### src/pci_pkg.sv
// Package: register map, layout and reset values for the pin change block
package pci_pkg;
  // ---------------------------------------------------------------
  // Geometry
  // ---------------------------------------------------------------
  localparam int PCI_PORT_W  = 8;
  localparam int PCI_PORTS   = 4;
  localparam int PCI_ADDR_W  = 16;
  localparam int PCI_DATA_W  = 8;
  // Ports A, B, C, E; port E only has pin 3 wired
  localparam logic [PCI_PORT_W-1:0] PCI_PORT_A_MASK = 8'hFF;
  localparam logic [PCI_PORT_W-1:0] PCI_PORT_B_MASK = 8'hFF;
  localparam logic [PCI_PORT_W-1:0] PCI_PORT_C_MASK = 8'hFF;
  localparam logic [PCI_PORT_W-1:0] PCI_PORT_E_MASK = 8'h08;
  // Master-clear pin sits on port E, pin 3
  localparam int PCI_MASTER_CLEAR_PORT = 3;
  localparam int PCI_MASTER_CLEAR_BIT  = 3;
  // ---------------------------------------------------------------
  // Register offsets (byte addresses on the plain register port)
  // ---------------------------------------------------------------
  localparam logic [PCI_ADDR_W-1:0] PCI_A_RISE = 16'h1F3D;
  localparam logic [PCI_ADDR_W-1:0] PCI_A_FALL = 16'h1F3E;
  localparam logic [PCI_ADDR_W-1:0] PCI_A_FLAG = 16'h1F3F;
  localparam logic [PCI_ADDR_W-1:0] PCI_B_RISE = 16'h1F48;
  localparam logic [PCI_ADDR_W-1:0] PCI_B_FALL = 16'h1F49;
  localparam logic [PCI_ADDR_W-1:0] PCI_B_FLAG = 16'h1F4A;
  localparam logic [PCI_ADDR_W-1:0] PCI_C_RISE = 16'h1F53;
  localparam logic [PCI_ADDR_W-1:0] PCI_C_FALL = 16'h1F54;
  localparam logic [PCI_ADDR_W-1:0] PCI_C_FLAG = 16'h1F55;
  localparam logic [PCI_ADDR_W-1:0] PCI_E_RISE = 16'h1F69;
  localparam logic [PCI_ADDR_W-1:0] PCI_E_FALL = 16'h1F6A;
  localparam logic [PCI_ADDR_W-1:0] PCI_E_FLAG = 16'h1F6B;
  // Own control/status register
  localparam logic [PCI_ADDR_W-1:0] PCI_CTRL   = 16'h1F70;
  localparam int PCI_CTRL_MEN_BIT  = 0;
  localparam int PCI_CTRL_REQ_BIT  = 1;
  // ---------------------------------------------------------------
  // Reset values
  // ---------------------------------------------------------------
  localparam logic [PCI_PORT_W-1:0] PCI_RST_BYTE = 8'h00;
  localparam logic [PCI_DATA_W-1:0] PCI_UNMAPPED = 8'h00;

  typedef enum logic [1:0] {
    PCI_FLD_RISE = 2'b00,
    PCI_FLD_FALL = 2'b01,
    PCI_FLD_FLAG = 2'b10,
    PCI_FLD_NONE = 2'b11
  } pci_field_t;
endpackage : pci_pkg

### src/pci_edge.sv
// One port's edge detectors and sticky flags
module pci_edge
  import pci_pkg::*;
#(
  parameter int W = PCI_PORT_W
) (
  // Clock and reset
  input  wire logic         clk,
  input  wire logic         rst,
  // Synchronised pin levels and pin availability
  input  wire logic [W-1:0] pins,
  input  wire logic [W-1:0] avail,
  // Enables
  input  wire logic [W-1:0] rise_en,
  input  wire logic [W-1:0] fall_en,
  // Flag write from software
  input  wire logic         flag_we,
  input  wire logic [W-1:0] flag_wdata,
  // Flags
  output logic      [W-1:0] flags
);
  logic [W-1:0] prev;
  logic [W-1:0] hit;
  logic [W-1:0] next_flags;

  // Edge = current synchronised sample differs from last clock's
  always_comb begin
    // [RL4]
    hit = ((pins & ~prev & rise_en) | (~pins & prev & fall_en)) & avail; // [RL1]
    next_flags = flags;
    if (flag_we) begin
      next_flags = flags & flag_wdata; // [RL9]
    end
    next_flags = next_flags | hit; // [RL10]
  end

  always_ff @(posedge clk or posedge rst) begin
    if (rst) begin
      prev  <= PCI_RST_BYTE;
      flags <= PCI_RST_BYTE;
    end else begin
      prev  <= pins; // [RL16]
      flags <= next_flags; // [RL6]
    end
  end
endmodule // pci_edge

### src/pci_sync.sv
// Two-stage synchroniser for a bus of pin levels
module pci_sync
  import pci_pkg::*;
#(
  parameter int W = 8
) (
  // Clock and reset
  input  wire logic         clk,
  input  wire logic         rst,
  // Data
  input  wire logic [W-1:0] din,
  output logic      [W-1:0] dout
);
  logic [W-1:0] stage1;
  logic [W-1:0] stage2;

  always_ff @(posedge clk or posedge rst) begin
    if (rst) begin
      stage1 <= '0;
      stage2 <= '0;
    end else begin
      stage1 <= din;
      stage2 <= stage1;
    end
  end

  assign dout = stage2;
endmodule // pci_sync

### src/pci_top.sv
// Top of the pin change interrupt block: registers, detectors, request
//
// What this block does
// [RL1] Each change-capable pin has its own rising and falling detector.
// [RL2] A set rising enable bit arms rising detection; clear disarms it.
// [RL3] A set falling enable bit arms falling detection; clear disarms it.
// [RL4] With both enables set, edges of either polarity are caught.
// [RL5] Any pin or combination of pins may contribute independently.
// [RL6] An enabled edge sets that pin's flag at the pin's bit position.
// [RL7] Detection and flagging go on while the master enable is clear.
// [RL8] The summary request is the read-only OR of every flag bit.
// [RL9] Writing zero to a flag bit clears it; writing one leaves it.
// [RL10] An edge during a flag write leaves that flag set.
// [RL11] Software should clear flags by AND-masking only seen bits.
// [RL12] A change event wakes the core when the master enable is set.
// [RL13] Edges in sleep are flagged before the core's first instruction.
// [RL14] With reset-pin or low-voltage-prog enable set, master clear
//        never sets a flag.
// [RL15] Enable and flag registers are 8-bit read/write, reset to zero.
// [RL16] Edges are found by comparing synchronised samples clock to clock.
//
// Local design decisions: the register addresses and the address-and-strobe port.
module pci_top
  import pci_pkg::*;
#(
  parameter int W = PCI_PORT_W
) (
  // Clock and reset
  input  wire logic                  CORE_CLK,
  input  wire logic                  SYS_RST,
  // Register port
  input  wire logic [PCI_ADDR_W-1:0] REG_ADDR,
  input  wire logic [PCI_DATA_W-1:0] REG_WDATA,
  input  wire logic                  REG_WR,
  input  wire logic                  REG_RD,
  output logic      [PCI_DATA_W-1:0] REG_RDATA,
  // Pins
  input  wire logic [W-1:0]          PORT_A_PINS,
  input  wire logic [W-1:0]          PORT_B_PINS,
  input  wire logic [W-1:0]          PORT_C_PINS,
  input  wire logic [W-1:0]          PORT_E_PINS,
  // Configuration bits
  input  wire logic                  EXT_RESET_PIN_ENABLE,
  input  wire logic                  LOW_VOLTAGE_PROG_ENABLE,
  // Core side
  output logic                       CHANGE_INT_SUMMARY_REQUEST,
  output logic                       CHANGE_INT_REQ,
  output logic                       WAKE_REQ
);
  // ---------------------------------------------------------------
  // Register state
  // ---------------------------------------------------------------
  logic [W-1:0] rise_en      [PCI_PORTS];
  logic [W-1:0] fall_en      [PCI_PORTS];
  logic [W-1:0] next_rise_en [PCI_PORTS];
  logic [W-1:0] next_fall_en [PCI_PORTS];
  logic [W-1:0] flags        [PCI_PORTS];
  logic [W-1:0] pins_raw     [PCI_PORTS];
  logic [W-1:0] pins_sync    [PCI_PORTS];
  logic [W-1:0] avail        [PCI_PORTS];
  logic [PCI_PORTS-1:0] flag_we;
  logic         master_en;
  logic         next_master_en;
  logic [PCI_DATA_W-1:0] next_rdata;
  logic         next_summary;
  logic         cfg_mc_masked;
  logic         next_cfg_mc_masked;

  // Address to port index and field
  function automatic pci_field_t dec_field(input logic [PCI_ADDR_W-1:0] a);
    unique case (a)
      PCI_A_RISE, PCI_B_RISE, PCI_C_RISE, PCI_E_RISE: dec_field = PCI_FLD_RISE;
      PCI_A_FALL, PCI_B_FALL, PCI_C_FALL, PCI_E_FALL: dec_field = PCI_FLD_FALL;
      PCI_A_FLAG, PCI_B_FLAG, PCI_C_FLAG, PCI_E_FLAG: dec_field = PCI_FLD_FLAG;
      default: dec_field = PCI_FLD_NONE;
    endcase
  endfunction

  function automatic logic [1:0] dec_port(input logic [PCI_ADDR_W-1:0] a);
    unique case (a)
      PCI_A_RISE, PCI_A_FALL, PCI_A_FLAG: dec_port = 2'h0;
      PCI_B_RISE, PCI_B_FALL, PCI_B_FLAG: dec_port = 2'h1;
      PCI_C_RISE, PCI_C_FALL, PCI_C_FLAG: dec_port = 2'h2;
      default:                            dec_port = 2'h3;
    endcase
  endfunction

  assign pins_raw[0] = PORT_A_PINS;
  assign pins_raw[1] = PORT_B_PINS;
  assign pins_raw[2] = PORT_C_PINS;
  assign pins_raw[3] = PORT_E_PINS;

  // ---------------------------------------------------------------
  // Pin availability
  // ---------------------------------------------------------------
  // Config bits are static straps; registered once to keep them off
  // the async path and tolerate slow settling after reset.
  assign next_cfg_mc_masked = EXT_RESET_PIN_ENABLE | LOW_VOLTAGE_PROG_ENABLE;

  always_ff @(posedge CORE_CLK or posedge SYS_RST) begin
    if (SYS_RST) begin
      cfg_mc_masked <= 1'b1;
    end else begin
      cfg_mc_masked <= next_cfg_mc_masked;
    end
  end

  always_comb begin
    avail[0] = PCI_PORT_A_MASK;
    avail[1] = PCI_PORT_B_MASK;
    avail[2] = PCI_PORT_C_MASK;
    avail[3] = PCI_PORT_E_MASK;
    if (cfg_mc_masked) begin
      avail[PCI_MASTER_CLEAR_PORT][PCI_MASTER_CLEAR_BIT] = 1'b0; // [RL14]
    end
  end

  // ---------------------------------------------------------------
  // Per-port detectors
  // ---------------------------------------------------------------
  // Detectors run with no dependence on master enable or sleep, so an
  // edge in sleep is already in the flags when the core wakes.
  // [RL13]
  for (genvar p = 0; p < PCI_PORTS; p++) begin : g_port
    pci_sync #(
      .W (W)
    ) u_sync (
      .clk  (CORE_CLK),
      .rst  (SYS_RST),
      .din  (pins_raw[p]),
      .dout (pins_sync[p])
    );

    pci_edge #(
      .W (W)
    ) u_edge (
      .clk        (CORE_CLK),
      .rst        (SYS_RST),
      .pins       (pins_sync[p]),
      .avail      (avail[p]),
      .rise_en    (rise_en[p]), // [RL2]
      .fall_en    (fall_en[p]), // [RL3]
      .flag_we    (flag_we[p]),
      .flag_wdata (REG_WDATA[W-1:0]),
      .flags      (flags[p]) // [RL5]
    );
  end

  // ---------------------------------------------------------------
  // Register writes
  // ---------------------------------------------------------------
  always_comb begin
    pci_field_t f;
    logic [1:0] ix;
    f  = dec_field(REG_ADDR);
    ix = dec_port(REG_ADDR);
    next_master_en = master_en;
    flag_we = '0;
    for (int p = 0; p < PCI_PORTS; p++) begin
      next_rise_en[p] = rise_en[p];
      next_fall_en[p] = fall_en[p];
    end
    if (REG_WR) begin
      unique case (f)
        PCI_FLD_RISE: next_rise_en[ix] = REG_WDATA[W-1:0] & avail[ix];
        PCI_FLD_FALL: next_fall_en[ix] = REG_WDATA[W-1:0] & avail[ix];
        PCI_FLD_FLAG: flag_we[ix] = 1'b1;
        PCI_FLD_NONE: begin
          if (REG_ADDR == PCI_CTRL) begin
            next_master_en = REG_WDATA[PCI_CTRL_MEN_BIT];
          end
        end
      endcase
    end
  end

  always_ff @(posedge CORE_CLK or posedge SYS_RST) begin
    if (SYS_RST) begin
      for (int p = 0; p < PCI_PORTS; p++) begin
        rise_en[p] <= PCI_RST_BYTE; // [RL15]
        fall_en[p] <= PCI_RST_BYTE;
      end
      master_en <= 1'b0;
    end else begin
      for (int p = 0; p < PCI_PORTS; p++) begin
        rise_en[p] <= next_rise_en[p];
        fall_en[p] <= next_fall_en[p];
      end
      master_en <= next_master_en;
    end
  end

  // ---------------------------------------------------------------
  // Read data and request outputs
  // ---------------------------------------------------------------
  always_comb begin
    pci_field_t f;
    logic [1:0] ix;
    f  = dec_field(REG_ADDR);
    ix = dec_port(REG_ADDR);
    next_summary = 1'b0;
    for (int p = 0; p < PCI_PORTS; p++) begin
      next_summary = next_summary | (|flags[p]); // [RL8]
    end
    next_rdata = PCI_UNMAPPED;
    if (REG_RD) begin
      unique case (f)
        PCI_FLD_RISE: next_rdata = rise_en[ix];
        PCI_FLD_FALL: next_rdata = fall_en[ix];
        PCI_FLD_FLAG: next_rdata = flags[ix];
        PCI_FLD_NONE: begin
          if (REG_ADDR == PCI_CTRL) begin
            next_rdata[PCI_CTRL_MEN_BIT] = master_en;
            next_rdata[PCI_CTRL_REQ_BIT] = next_summary;
          end
        end
      endcase
    end
  end

  // Summary follows flags one clock later; request is gated only here
  always_ff @(posedge CORE_CLK or posedge SYS_RST) begin
    if (SYS_RST) begin
      REG_RDATA                  <= PCI_UNMAPPED;
      CHANGE_INT_SUMMARY_REQUEST <= 1'b0;
      CHANGE_INT_REQ             <= 1'b0;
      WAKE_REQ                   <= 1'b0;
    end else begin
      REG_RDATA                  <= next_rdata;
      CHANGE_INT_SUMMARY_REQUEST <= next_summary; // [RL8]
      CHANGE_INT_REQ             <= next_summary & master_en; // [RL7]
      WAKE_REQ                   <= next_summary & master_en; // [RL12]
    end
  end
endmodule // pci_top

### config.mk
export PLATFORM = sky130hd
export DESIGN_NAME = pci_top
export DESIGN_NICKNAME = d
export VERILOG_FILES = /design/src/pci_pkg.sv /design/src/pci_edge.sv /design/src/pci_sync.sv /design/src/pci_top.sv
export SDC_FILE = /design/constraint.sdc
export NUM_CORES = 1
export LEC_CHECK = 0
export ABC_AREA = 0
export BUFFER_PORTS_ARGS = -buffer_cell sky130_fd_sc_hd__buf_4
export CORE_MARGIN = 2
export CORE_UTILIZATION = 35
export CTS_CLUSTER_DIAMETER = 100
export DETAILED_ROUTE_END_ITERATION = 8
export MAX_ROUTING_LAYER = met4
export SYNTH_ARGS = -nofsm -noshare
export SYNTH_HDL_FRONTEND = slang
export SYNTH_SLANG_ARGS = --single-unit
### constraint.sdc
create_clock -name CORE_CLK -period 8.3 [get_ports CORE_CLK]
set_input_delay 0.83 -clock CORE_CLK [delete_from_list [all_inputs] [get_ports CORE_CLK]]
set_output_delay 0.83 -clock CORE_CLK [all_outputs]
set_load 0.02 [all_outputs]
After elaboration in Yosys (flattened, before gate mapping)
Index checks and enable logic that the tools add are counted.
{ "op_classes": {"magnitude_cmp": 4, "n_eq_ne": 16, "n_mux": 31, "bitwise_logic": 44, "n_reduce_logical": 16} }
{ "op_table": {"columns": ["operator", "n"], "rows": [
  ["$eq 16x13->1 const B", 13],
  ["$and 8x8->8", 21],
  ["$mux 8", 14],
  ["$bmux 8 s2", 4],
  ["$bwmux 32", 2],
  ["$not 8->8", 8],
  ["$or 8x8->8", 8],
  ["$reduce_or 8->1", 4],
  ["$pmux 6 s3", 1],
  ["$demux 8 s2", 1],
  ["$pmux 2 s3", 2],
  ["$reduce_or 4->1", 3],
  ["$reduce_or 3->1", 3],
  ["$and 8x4->8", 1],
  ["$mux 4", 2],
  ["$pmux 2 s4", 1],
  ["$eq 2x2->1 const B", 2],
  ["$or 1x1->1", 4],
  ["$reduce_and 2->1", 2],
  ["$ge 3x3->1 const B", 1],
  ["$lt 2x3->1 const B", 1],
  ["$lt 3x1->1 const B", 1],
  ["$not 2->3", 1],
  ["$reduce_and 3->1", 1],
  ["other kinds (8)", 10]
]} }
{ "word_totals": {"regBits": 204, "in_bits": 62, "word_cells": 140} }

Longest topological paths before layout
Gate-level depths: netlist (run 1).
{ "depth": {"ltp_word": 11, "ltp_mapped": 10, "mapped_depth_nobuf": 7} }

By module
From an unflattened synthesis (run 1), not the netlist that was laid out.
{ "unflattened": {"cells_unflattened": 667, "area_unflattened_um2": 8638.3} }
{ "by_module_without_submodules": {"columns": ["mod", "instances", "cells_each", "area_each_um2", "seq_area_each_um2"], "rows": [
  ["pci_top", 1, 371, 4108.9, 1903.1],
  ["pci_edge", 4, 57, 728.2, 400.4],
  ["pci_sync", 4, 17, 404.1, 400.4]
]} }

Worst setup path before layout (run 1)
OpenSTA, ideal clock, no wires.
{ "synth_path": {"path_kind": "input -> register", "start": "in REG_ADDR[0]", "end": "reg REG_RDATA[1]", "setup_time_ns": 0.128, "arrival_time_ns": 2.690, "path_slack_ns": 5.482, "path_stages": 8, "path_buffers": 1, "cell_sequence": "buf_2 > inv_2 > or4_4 > o31a_1 > a21oi_4 > mux4_1 > nand2_1 > a21oi_1"} }
{ "synth_between": {"elab_chain_cells": 9, "elab_cells_between_ends": 38, "cone_classes": "eq/ne: 16; mux: 14; bitwise: 1; reduce/logical: 7"} }
{ "synth_lines": {"columns": ["element", "line", "text"], "rows": [
  ["start: declaration", "pci_top.sv:32", "input wire logic [PCI_ADDR_W-1:0] REG_ADDR,"],
  ["$eq 16x13->1", "pci_top.sv:71, pci_top.sv:80", null],
  ["$reduce_or 3->1", "pci_top.sv:80", "unique case (a)"],
  ["$pmux 2 s3", "pci_top.sv:80", null],
  ["$not 2->3 (implied by the code)", "pci_top.sv:208, pci_top.sv:209, pci_top.sv:210", null],
  ["$bmux 8 s2 (on tied branches)", "pci_top.sv:210, pci_top.sv:208, pci_top.sv:209", null],
  ["$mux 8 (on tied branches) (2 in a row)", "pci_top.sv:210, pci_top.sv:208, pci_top.sv:209", null],
  ["$pmux 2 s4 *", "pci_top.sv:207", "unique case (f)"],
  ["$mux 8 *", "pci_top.sv:206", "if (REG_RD) begin"],
  ["via next_rdata[1]", "pci_top.sv:64", "logic [PCI_DATA_W-1:0] next_rdata;"],
  ["end signal: assignment", "pci_top.sv:229", "REG_RDATA <= next_rdata;"],
  ["end: declaration", "pci_top.sv:36", "output logic [PCI_DATA_W-1:0] REG_RDATA,"]
]} }
The timed path passes the listed nets; every way through them passes the cells marked *. The select of a mux whose other input is x is not followed.
A chain may end at the register's enable or synchronous reset.

Final worst setup path (run 1)
{ "layout_path": {"start": "in REG_ADDR[13]", "end": "reg g_port[0].u_edge.flags[2]"} }
{ "layout_between": {"elab_chain_cells": 11, "elab_cells_between_ends": 30, "cone_classes": "order compare: 2; eq/ne: 13; mux: 7; bitwise: 1; reduce/logical: 7"} }
{ "layout_lines": {"columns": ["element", "line", "text"], "rows": [
  ["$eq 16x13->1", "pci_top.sv:71, pci_top.sv:80", null],
  ["$reduce_or 3->1", "pci_top.sv:80", null],
  ["$pmux 2 s3", "pci_top.sv:80", null],
  ["$lt 2x3->1 (implied by the code) / $ge 2x1->1 (equally long branches)", "pci_top.sv:167", "PCI_FLD_FLAG: flag_we[ix] = 1'b1;"],
  ["$logic_and 1x1->1 (implied by the code)", "pci_top.sv:167", null],
  ["$mux 1 (implied by the code)", "pci_top.sv:167", null],
  ["$demux 1 s2", "pci_top.sv:167", null],
  ["$mux 4 *", "pci_top.sv:164", "unique case (f)"],
  ["$mux 4 *", "pci_top.sv:163", "if (REG_WR) begin"],
  ["$mux 8 *", "pci_edge.sv:31", "if (flag_we) begin"],
  ["$or 8x8->8 *", "pci_edge.sv:34", "next_flags = next_flags | hit;"],
  ["via g_port[0].u_edge.next_flags[2]", "pci_edge.sv:24", "logic [W-1:0] next_flags;"],
  ["end signal: assignment", "pci_edge.sv:43", "flags <= next_flags;"],
  ["end: declaration", "pci_edge.sv:20", "output logic [W-1:0] flags"]
]} }
The timed path passes the listed nets; every way through them passes the cells marked *.

==> results.cfg, run 1 <==
[outcome]
status = completed

[sta]
setup_tns_ps = 0
period_needed_ps = 3540
drv_slew = 0
rsz0062_at_grt = false
tightest_slew_ps = 1080
finClkSkew_ps = 8.74
relSlewSlack = 0.271
hold_violations = 0
fmax_ghz = 0.282
setup_violations = 0
final.period_utilization = 0.427

[setup_path]
crit_fanout = 24
critPathArrivalTime_ps = 3830
end_kind = flip-flop
critPathLaunchType = primary input
required_ps = 8590
criticalPathCategory = primary input to flip-flop

[cts]
clk_pin_slew_ps = 60
cts.path.max_buffers = 2
cts-htree-levels = 4
cts_buffers = 17
hold_buffers = 0
ctsResizeCount = 0
cts_tree = built
root_buffer = clkbuf_16
clk_latency_ps = 430
cts_setup_buffers = 0
cts_sinks = 183

[synthesis]
synth_seq_area_share = 0.602
postSynth.asyncResetShare = 1.00
synth-seq-cells = 183
syn_area_per_cell_um2 = 11.6
synth_cell_types = 74
synth_nets = 715
syn-cell-area_um2 = 7600
synth_edf_count = 0
synth.yosys.warnings = 0
synth_ff_type = dfrtp_1
synthCells = 653

[global_route]
grtUsageMet1 = 0.266
grt_use_met2 = 0.262
grt_busiest_layer = met1
track_usage = 0.191
grt_pass1_vias = 5199
grt_max_degree = 120
antenna_found_initial = 0
gr-usage-met3 = 0.0545
grt_first_pass_wirelength_mm = 31.0
grt_overflow = 0

[power_and_ir_drop]
power_mw = 1.79
power_density_nw_per_um2 = 201
power_leakage_nw = 3.64
pwr-share-comb = 0.034
p_clk_frac = 0.453
seqPwrFrac = 0.513
switchingPower_uw = 390
switching_share = 0.217
ir_drop_mv = 0.144
internal_power_mw = 1.40

[run]
drv_cap = 0

[floorplanning]
ios = 73
fp.dieH_um = 151
core_area_um2 = 21200
die_x_um = 151
num_rows = 53
start_util = 0.359
die_area_um2 = 22900

[drt]
routed_via_density = 5.48
post-route-drc-count = 0
num_vias = 5494
drt_wl_total_mm = 20.1
drtPass1Iterations = 5
ant_nets = 0
wire_per_inst_um = 20.1
drtIter0Drc = 410

[place]
placedCellCount = 971
gp_congestion = 0.888
port_buffers = 65
dp_hpwl_mm = 13.0

[finish]
diodes = 0
nets = 777
layout-drive-gt1-share = 0.201
finalNonFillerCells = 1002
synthToLayoutAreaGrowth_pct = 17.2

[hold_path]
min_path_type = flip-flop to flip-flop
[flip-flops by register name, indices dropped and copies added, names as in the netlist]
signal	flops
rise_en	32
master_en	1
g_port.u_edge.prev	25
CHANGE_INT_SUMMARY_REQUEST	1
fall_en	32
g_port.u_sync.dout	25
g_port.u_edge.flags	32
WAKE_REQ	1
cfg_mc_masked	1
g_port.u_sync.stage1	25
REG_RDATA	8
[power by group through the flow]
stage | Sequential, mW | Clock, mW | Combinational, mW
floorplan | 0.934 | 0 | 0.0283
global placement | 0.937 | 0 | 0.0622
detailed placement | 0.937 | 0 | 0.0622
CTS | 0.920 | 0.829 | 0.0624
global route | 0.922 | 0.872 | 0.0680
finish | 0.920 | 0.812 | 0.0605
[logic make-up (layout without fill, tap and decap cells)]
kind of cell / after synthesis / in the layout / share of synthesized area
DFF: 183 / 183 / 0.602
buffers and inverters: 32 / 106 / 0.0232
AOI/OAI and AO/OA: 196 / 196 / 0.179
muxes: 25 / 25 / 0.0378
and+or+nand+nor: 217 / 217 / 0.157
[layer usage]
metal | up-vias | part of all wire | wire length [µm]
li1 | 2530 | - | -
met1 | 2708 | 0.46 | 9190
met2 | 215 | 0.43 | 8710
met3 | 41 | 0.078 | 1570
met4 | 0 | 0.031 | 621
met5 | - | 0 | 0
[through the flow]
step / area [µm²] / worst slack (ps) / hold WS, ps / utilization
final: 8910 / 4760 / 348 / 0.421
after global routing: 8910 / 4600 / 352 / 0.421
after CTS: 8910 / 4810 / 350 / 0.421
after detailed placement: 8320 / 4360 / 335 / 0.393
after global placement: 8320 / 4430 / 334 / 0.393
after floorplan: 7600 / 2500 / 331 / -
[layout by cell type (no fill, tap or decap), drive strengths merged, types with 6 or more instances in the layout]
master / instances
a21boi: 6
a21oi: 14
a2bb2oi: 10
a31oi: 11
and2: 24
buf: 69
clkbuf: 22
dfrtp: 182
inv: 8
mux2: 17
mux2i: 7
nand2: 100
nand3: 14
nand3b: 27
nor2: 10
nor3: 7
nor4: 12
o211ai: 27
o21a: 8
o21ai: 81
[synthesized netlist by cell type, types with 10 or more instances]
master	number	area, µm²
o211ai_1	26	195
nor4_1	11	68.8
nand2_1	99	372
o21ai_1	13	65.1
nand3b_1	27	203
nand3_1	10	50.1
dfrtp_1	182	4550
a21oi_1	12	60.1
a31oi_1	11	68.8
buf_2	15	75.1
and2_1	23	144
o21ai_0	66	330
mux2_2	16	180
[worst paths after layout]
check | startpoint | end | slack (ps) | depth (start not counted)
min in group asynchronous | SYS_RST | g_port[0].u_sync.stage1[1] | 520 | 2
worst min-delay path | g_port[1].u_sync.stage1[7] | g_port[1].u_sync.dout[7] | 350 | 0
worst min register to register | g_port[1].u_sync.stage1[7] | g_port[1].u_sync.dout[7] | 350 | 0
max in group asynchronous | SYS_RST | g_port[0].u_edge.prev[2] | 6390 | 3
worst max register to register | g_port[3].u_edge.flags[5] | REG_RDATA[1] | 6260 | 6
worst max-delay path | REG_ADDR[13] | g_port[0].u_edge.flags[2] | 4760 | 8
[layout make-up]
type	instances	area, µm²
clock buffer	22	474
clock inverter	9	116
fill	2036	12200
inverter	6	30.0
multi-input combinational	438	2850
sequential	183	4580
tap	275	344
timing repair buffer	69	518
[critical path: stages]
cell	delay, ps
buf_4	100
and4b_1	240
and4_1	200
buf_4	280
and2_1	860
nand3_1	730
o21ai_0	430
o211ai_1	150
No activity file was read; power rests on OpenSTA's default activity.
==> run 2, diff against run 1 <==
--- a/config.mk
+++ b/config.mk
@@ -5,7 +5,7 @@
 export SDC_FILE = /design/constraint.sdc
 export NUM_CORES = 1
 export LEC_CHECK = 0
-export ABC_AREA = 0
+export ABC_AREA = 1
 export BUFFER_PORTS_ARGS = -buffer_cell sky130_fd_sc_hd__buf_4
 export CORE_MARGIN = 2
 export CORE_UTILIZATION = 35
==> constraint.sdc (replaced) <==
create_clock -name CORE_CLK -period 3.25 [get_ports CORE_CLK]
set_input_delay 0.325 -clock CORE_CLK [delete_from_list [all_inputs] [get_ports CORE_CLK]]
set_output_delay 0.325 -clock CORE_CLK [all_outputs]
set_load 0.02 [all_outputs]
==> run 2 against run 1 <==
Against the previous run:
- hold slack got worse by 270 ps
- sequential power rose to 2.6 times the previous value
- core utilization rose by 1.4 points
- highest routed layer unchanged
- sequential share of layout area fell by 3.2 points
- critical path type unchanged
- largest cell class unchanged
==> results.cfg, run 2 <==
[power_and_ir_drop]
power_density_nw_per_um2 = 482
seqPwrFrac = 0.513
ir_drop_mv = 0.375
switchingPower_mw = 1.03
internal_power_mw = 3.55
power_leakage_nw = 4.62
power_mw = 4.58
switching_share = 0.226
p_clk_frac = 0.448
pwr-share-comb = 0.039

[finish]
seq_area_um2 = 4580
diodes = 0
synthToLayoutAreaGrowth_pct = 22.2
finalNonFillerCells = 1282
multi_input_area_um2 = 2510
nets = 1051
final_cell_mix = nand2_1 (222), dfrtp_1 (182), inv_1 (142)
fillCellCount = 2159
layout_commonest_cell = nand2_1
layout-drive-gt1-share = 0.139
reg_top3 = fall_en x32, g_port.u_edge.flags x32, rise_en x32

[setup_path]
critPathArrivalTime_ps = 2390
worst_path_max_delay_cell = o2111ai_2
required_ps = 3580
end_kind = flip-flop
cp_common_cell = nand2_1
crit_fanout = 24
cpPeakStageDelay_ps = 410
crit_chain = buf_4 -> inv_1 -> nand2_1 -> nor2_2 -> o2111ai_2 -> nand2_1 -> inv_2 -> nand3_1 -> nand2_1 -> nand2_1 -> nand3_1 -> nand2_1 -> inv_1
criticalPathCategory = primary input to flip-flop
critPathLaunchType = primary input

[sta]
period_needed_ps = 2060
hold_violations = 0
setup_violations = 0
drv_slew = 0
rsz0062_at_grt = false
finClkSkew_ps = 12.1
fin_ws_ps = 1190
fmax_ghz = 0.484
tightest_slew_ps = 699
setup_tns_ps = 0
final.period_utilization = 0.635
relSlewSlack = 0.534
whs_ps = 75.9

[hold_path]
min_path_type = primary input to flip-flop

[drt]
drtIter0Drc = 526
ant_nets = 0
routed_via_density = 4.91
drtPass1Iterations = 5
post-route-drc-count = 0
num_vias = 6294
drt_wl_total_mm = 20.8
wire_per_inst_um = 16.2

[synthesis]
synth.most_common_cell = nand2_1
synth_nets = 946
synth_ff_type = dfrtp_1
yosysTopAreaCellShare = 0.586
synth-seq-cells = 183
synth_seq_area_share = 0.589
synth_edf_count = 0
post-synth-top-area-cell = dfrtp_1
synthTopCellsByCount = nand2_1 (222), dfrtp_1 (182), inv_1 (143), nand3_1 (95), o21ai_0 (67)
synth.yosys.warnings = 0
synthCells = 884
postSynth.asyncResetShare = 1.00
synth_cell_types = 29
syn_area_per_cell_um2 = 8.79
syn-cell-area_um2 = 7770
synthTopCellsByArea = dfrtp_1 (59%), nand2_1 (11%), inv_1 (6.9%)

[outcome]
status = completed

[cts]
cts_tree = built
root_buffer = clkbuf_16
cts_sinks = 183
cts_setup_buffers = 0
cts.path.max_buffers = 2
cts-htree-levels = 4
clk_latency_ps = 430
clk_pin_slew_ps = 70
cts_buffers = 17

[place]
place_ws_ps = 762
dp_hpwl_mm = 14.4
port_buffers = 65
gp_congestion = 0.930
placedCellCount = 1224

[floorplanning]
die_area_um2 = 23400
die_x_um = 153
num_rows = 54
core_area_um2 = 21800
fp.dieH_um = 153
start_util = 0.356
ios = 73

[global_route]
track_usage = 0.192
antenna_found_initial = 0
grt_max_degree = 117
grt_first_pass_wirelength_mm = 33.6
grt_overflow = 0
grt_pass1_vias = 6188

[run]
drv_cap = 0
[run 2: cell count changes in the layout (fill, tap and decap cells not counted), moves of 11 or more]
cell and delta:
inv_1 +138, nand2_1 +123, nand3_1 +85, nor2_1 +31, dlygate4sd3_1 +26, nand3b_1 -26
o211ai_1 -26, o311ai_0 +24, and2_1 -22, mux2_2 -16, o21ai_1 +16, buf_4 +13
a31oi_1 -11
[run 2: logic make-up after synthesis]
logic type / count (synthesis) / synth area share
AOI/OAI and AO/OA: 136 / 0.104
buffers and inverters: 174 / 0.0881
and+or+nand+nor: 391 / 0.219
DFF: 183 / 0.589
[run 2: final timing paths]
| kind | endpoint | cells past startpoint | start | slack, ps |
|---|---|---|---|---|
| hold reg to reg | g_port[2].u_sync.dout[5] | 0 | g_port[2].u_sync.stage1[5] | 340 |
| max in group asynchronous | fall_en[16] | 4 | SYS_RST | 1990 |
| setup / recovery | REG_RDATA[3] | 13 | REG_ADDR[6] | 1190 |
| setup reg to reg | REG_RDATA[1] | 8 | g_port[2].u_edge.flags[5] | 1400 |
| min in group asynchronous | g_port[2].u_sync.dout[5] | 3 | SYS_RST | 370 |
| hold / removal | cfg_mc_masked | 2 | EXT_RESET_PIN_ENABLE | 80 |
[run 2: layout make-up]
class                           count  area share
Clock buffer                       18      0.0452
Clock inverter                     14      0.0157
Inverter                          150      0.0597
Multi-Input combinational cell    527       0.264
Sequential cell                   183       0.482
Tap cell                          280      0.0369
Timing Repair Buffer              110      0.0964
[run 2: layer usage]
| layer | wire (µm) | GRT usage | share of wire | up-vias |
|---|---|---|---|---|
| li1 | - | - | - | 3050 |
| met1 | 9310 | 0.255 | 0.45 | 2992 |
| met2 | 9610 | 0.297 | 0.46 | 223 |
| met3 | 1490 | 0.0476 | 0.072 | 29 |
| met4 | 358 | 0.0520 | 0.017 | 0 |
| met5 | 0 | - | 0 | - |
[run 2: repair_timing]
action                                 CTS  global route
hold buffers                            26             0
setup endpoints to repair                0             0
endpoints found under the hold margin   31             0
gates resized for setup                  0             0
[run 2: critical path, delay by kind of cell]
kind                   cells  cell delay (ps)
AOI/OAI and AO/OA          1              410
and+or+nand+nor            8             1170
buffers and inverters      4              470
[run 2: power by group through the flow]
stage / clock network, mW / registers [mW] / logic, mW
floorplan: 0 / 2.38 / 0.0703
global placement: 0 / 2.39 / 0.160
detailed placement: 0 / 2.39 / 0.161
CTS: 2.09 / 2.35 / 0.185
global route: 2.19 / 2.35 / 0.205
finish: 2.05 / 2.35 / 0.181
[run 2: per-stage QoR]
stage / cell area [µm²] / util
after global placement: 8660 / 0.397
after CTS: 9500 / 0.435
after global routing: 9500 / 0.435
final: 9500 / 0.435
after floorplan: 7780 / -
after detailed placement: 8660 / 0.397
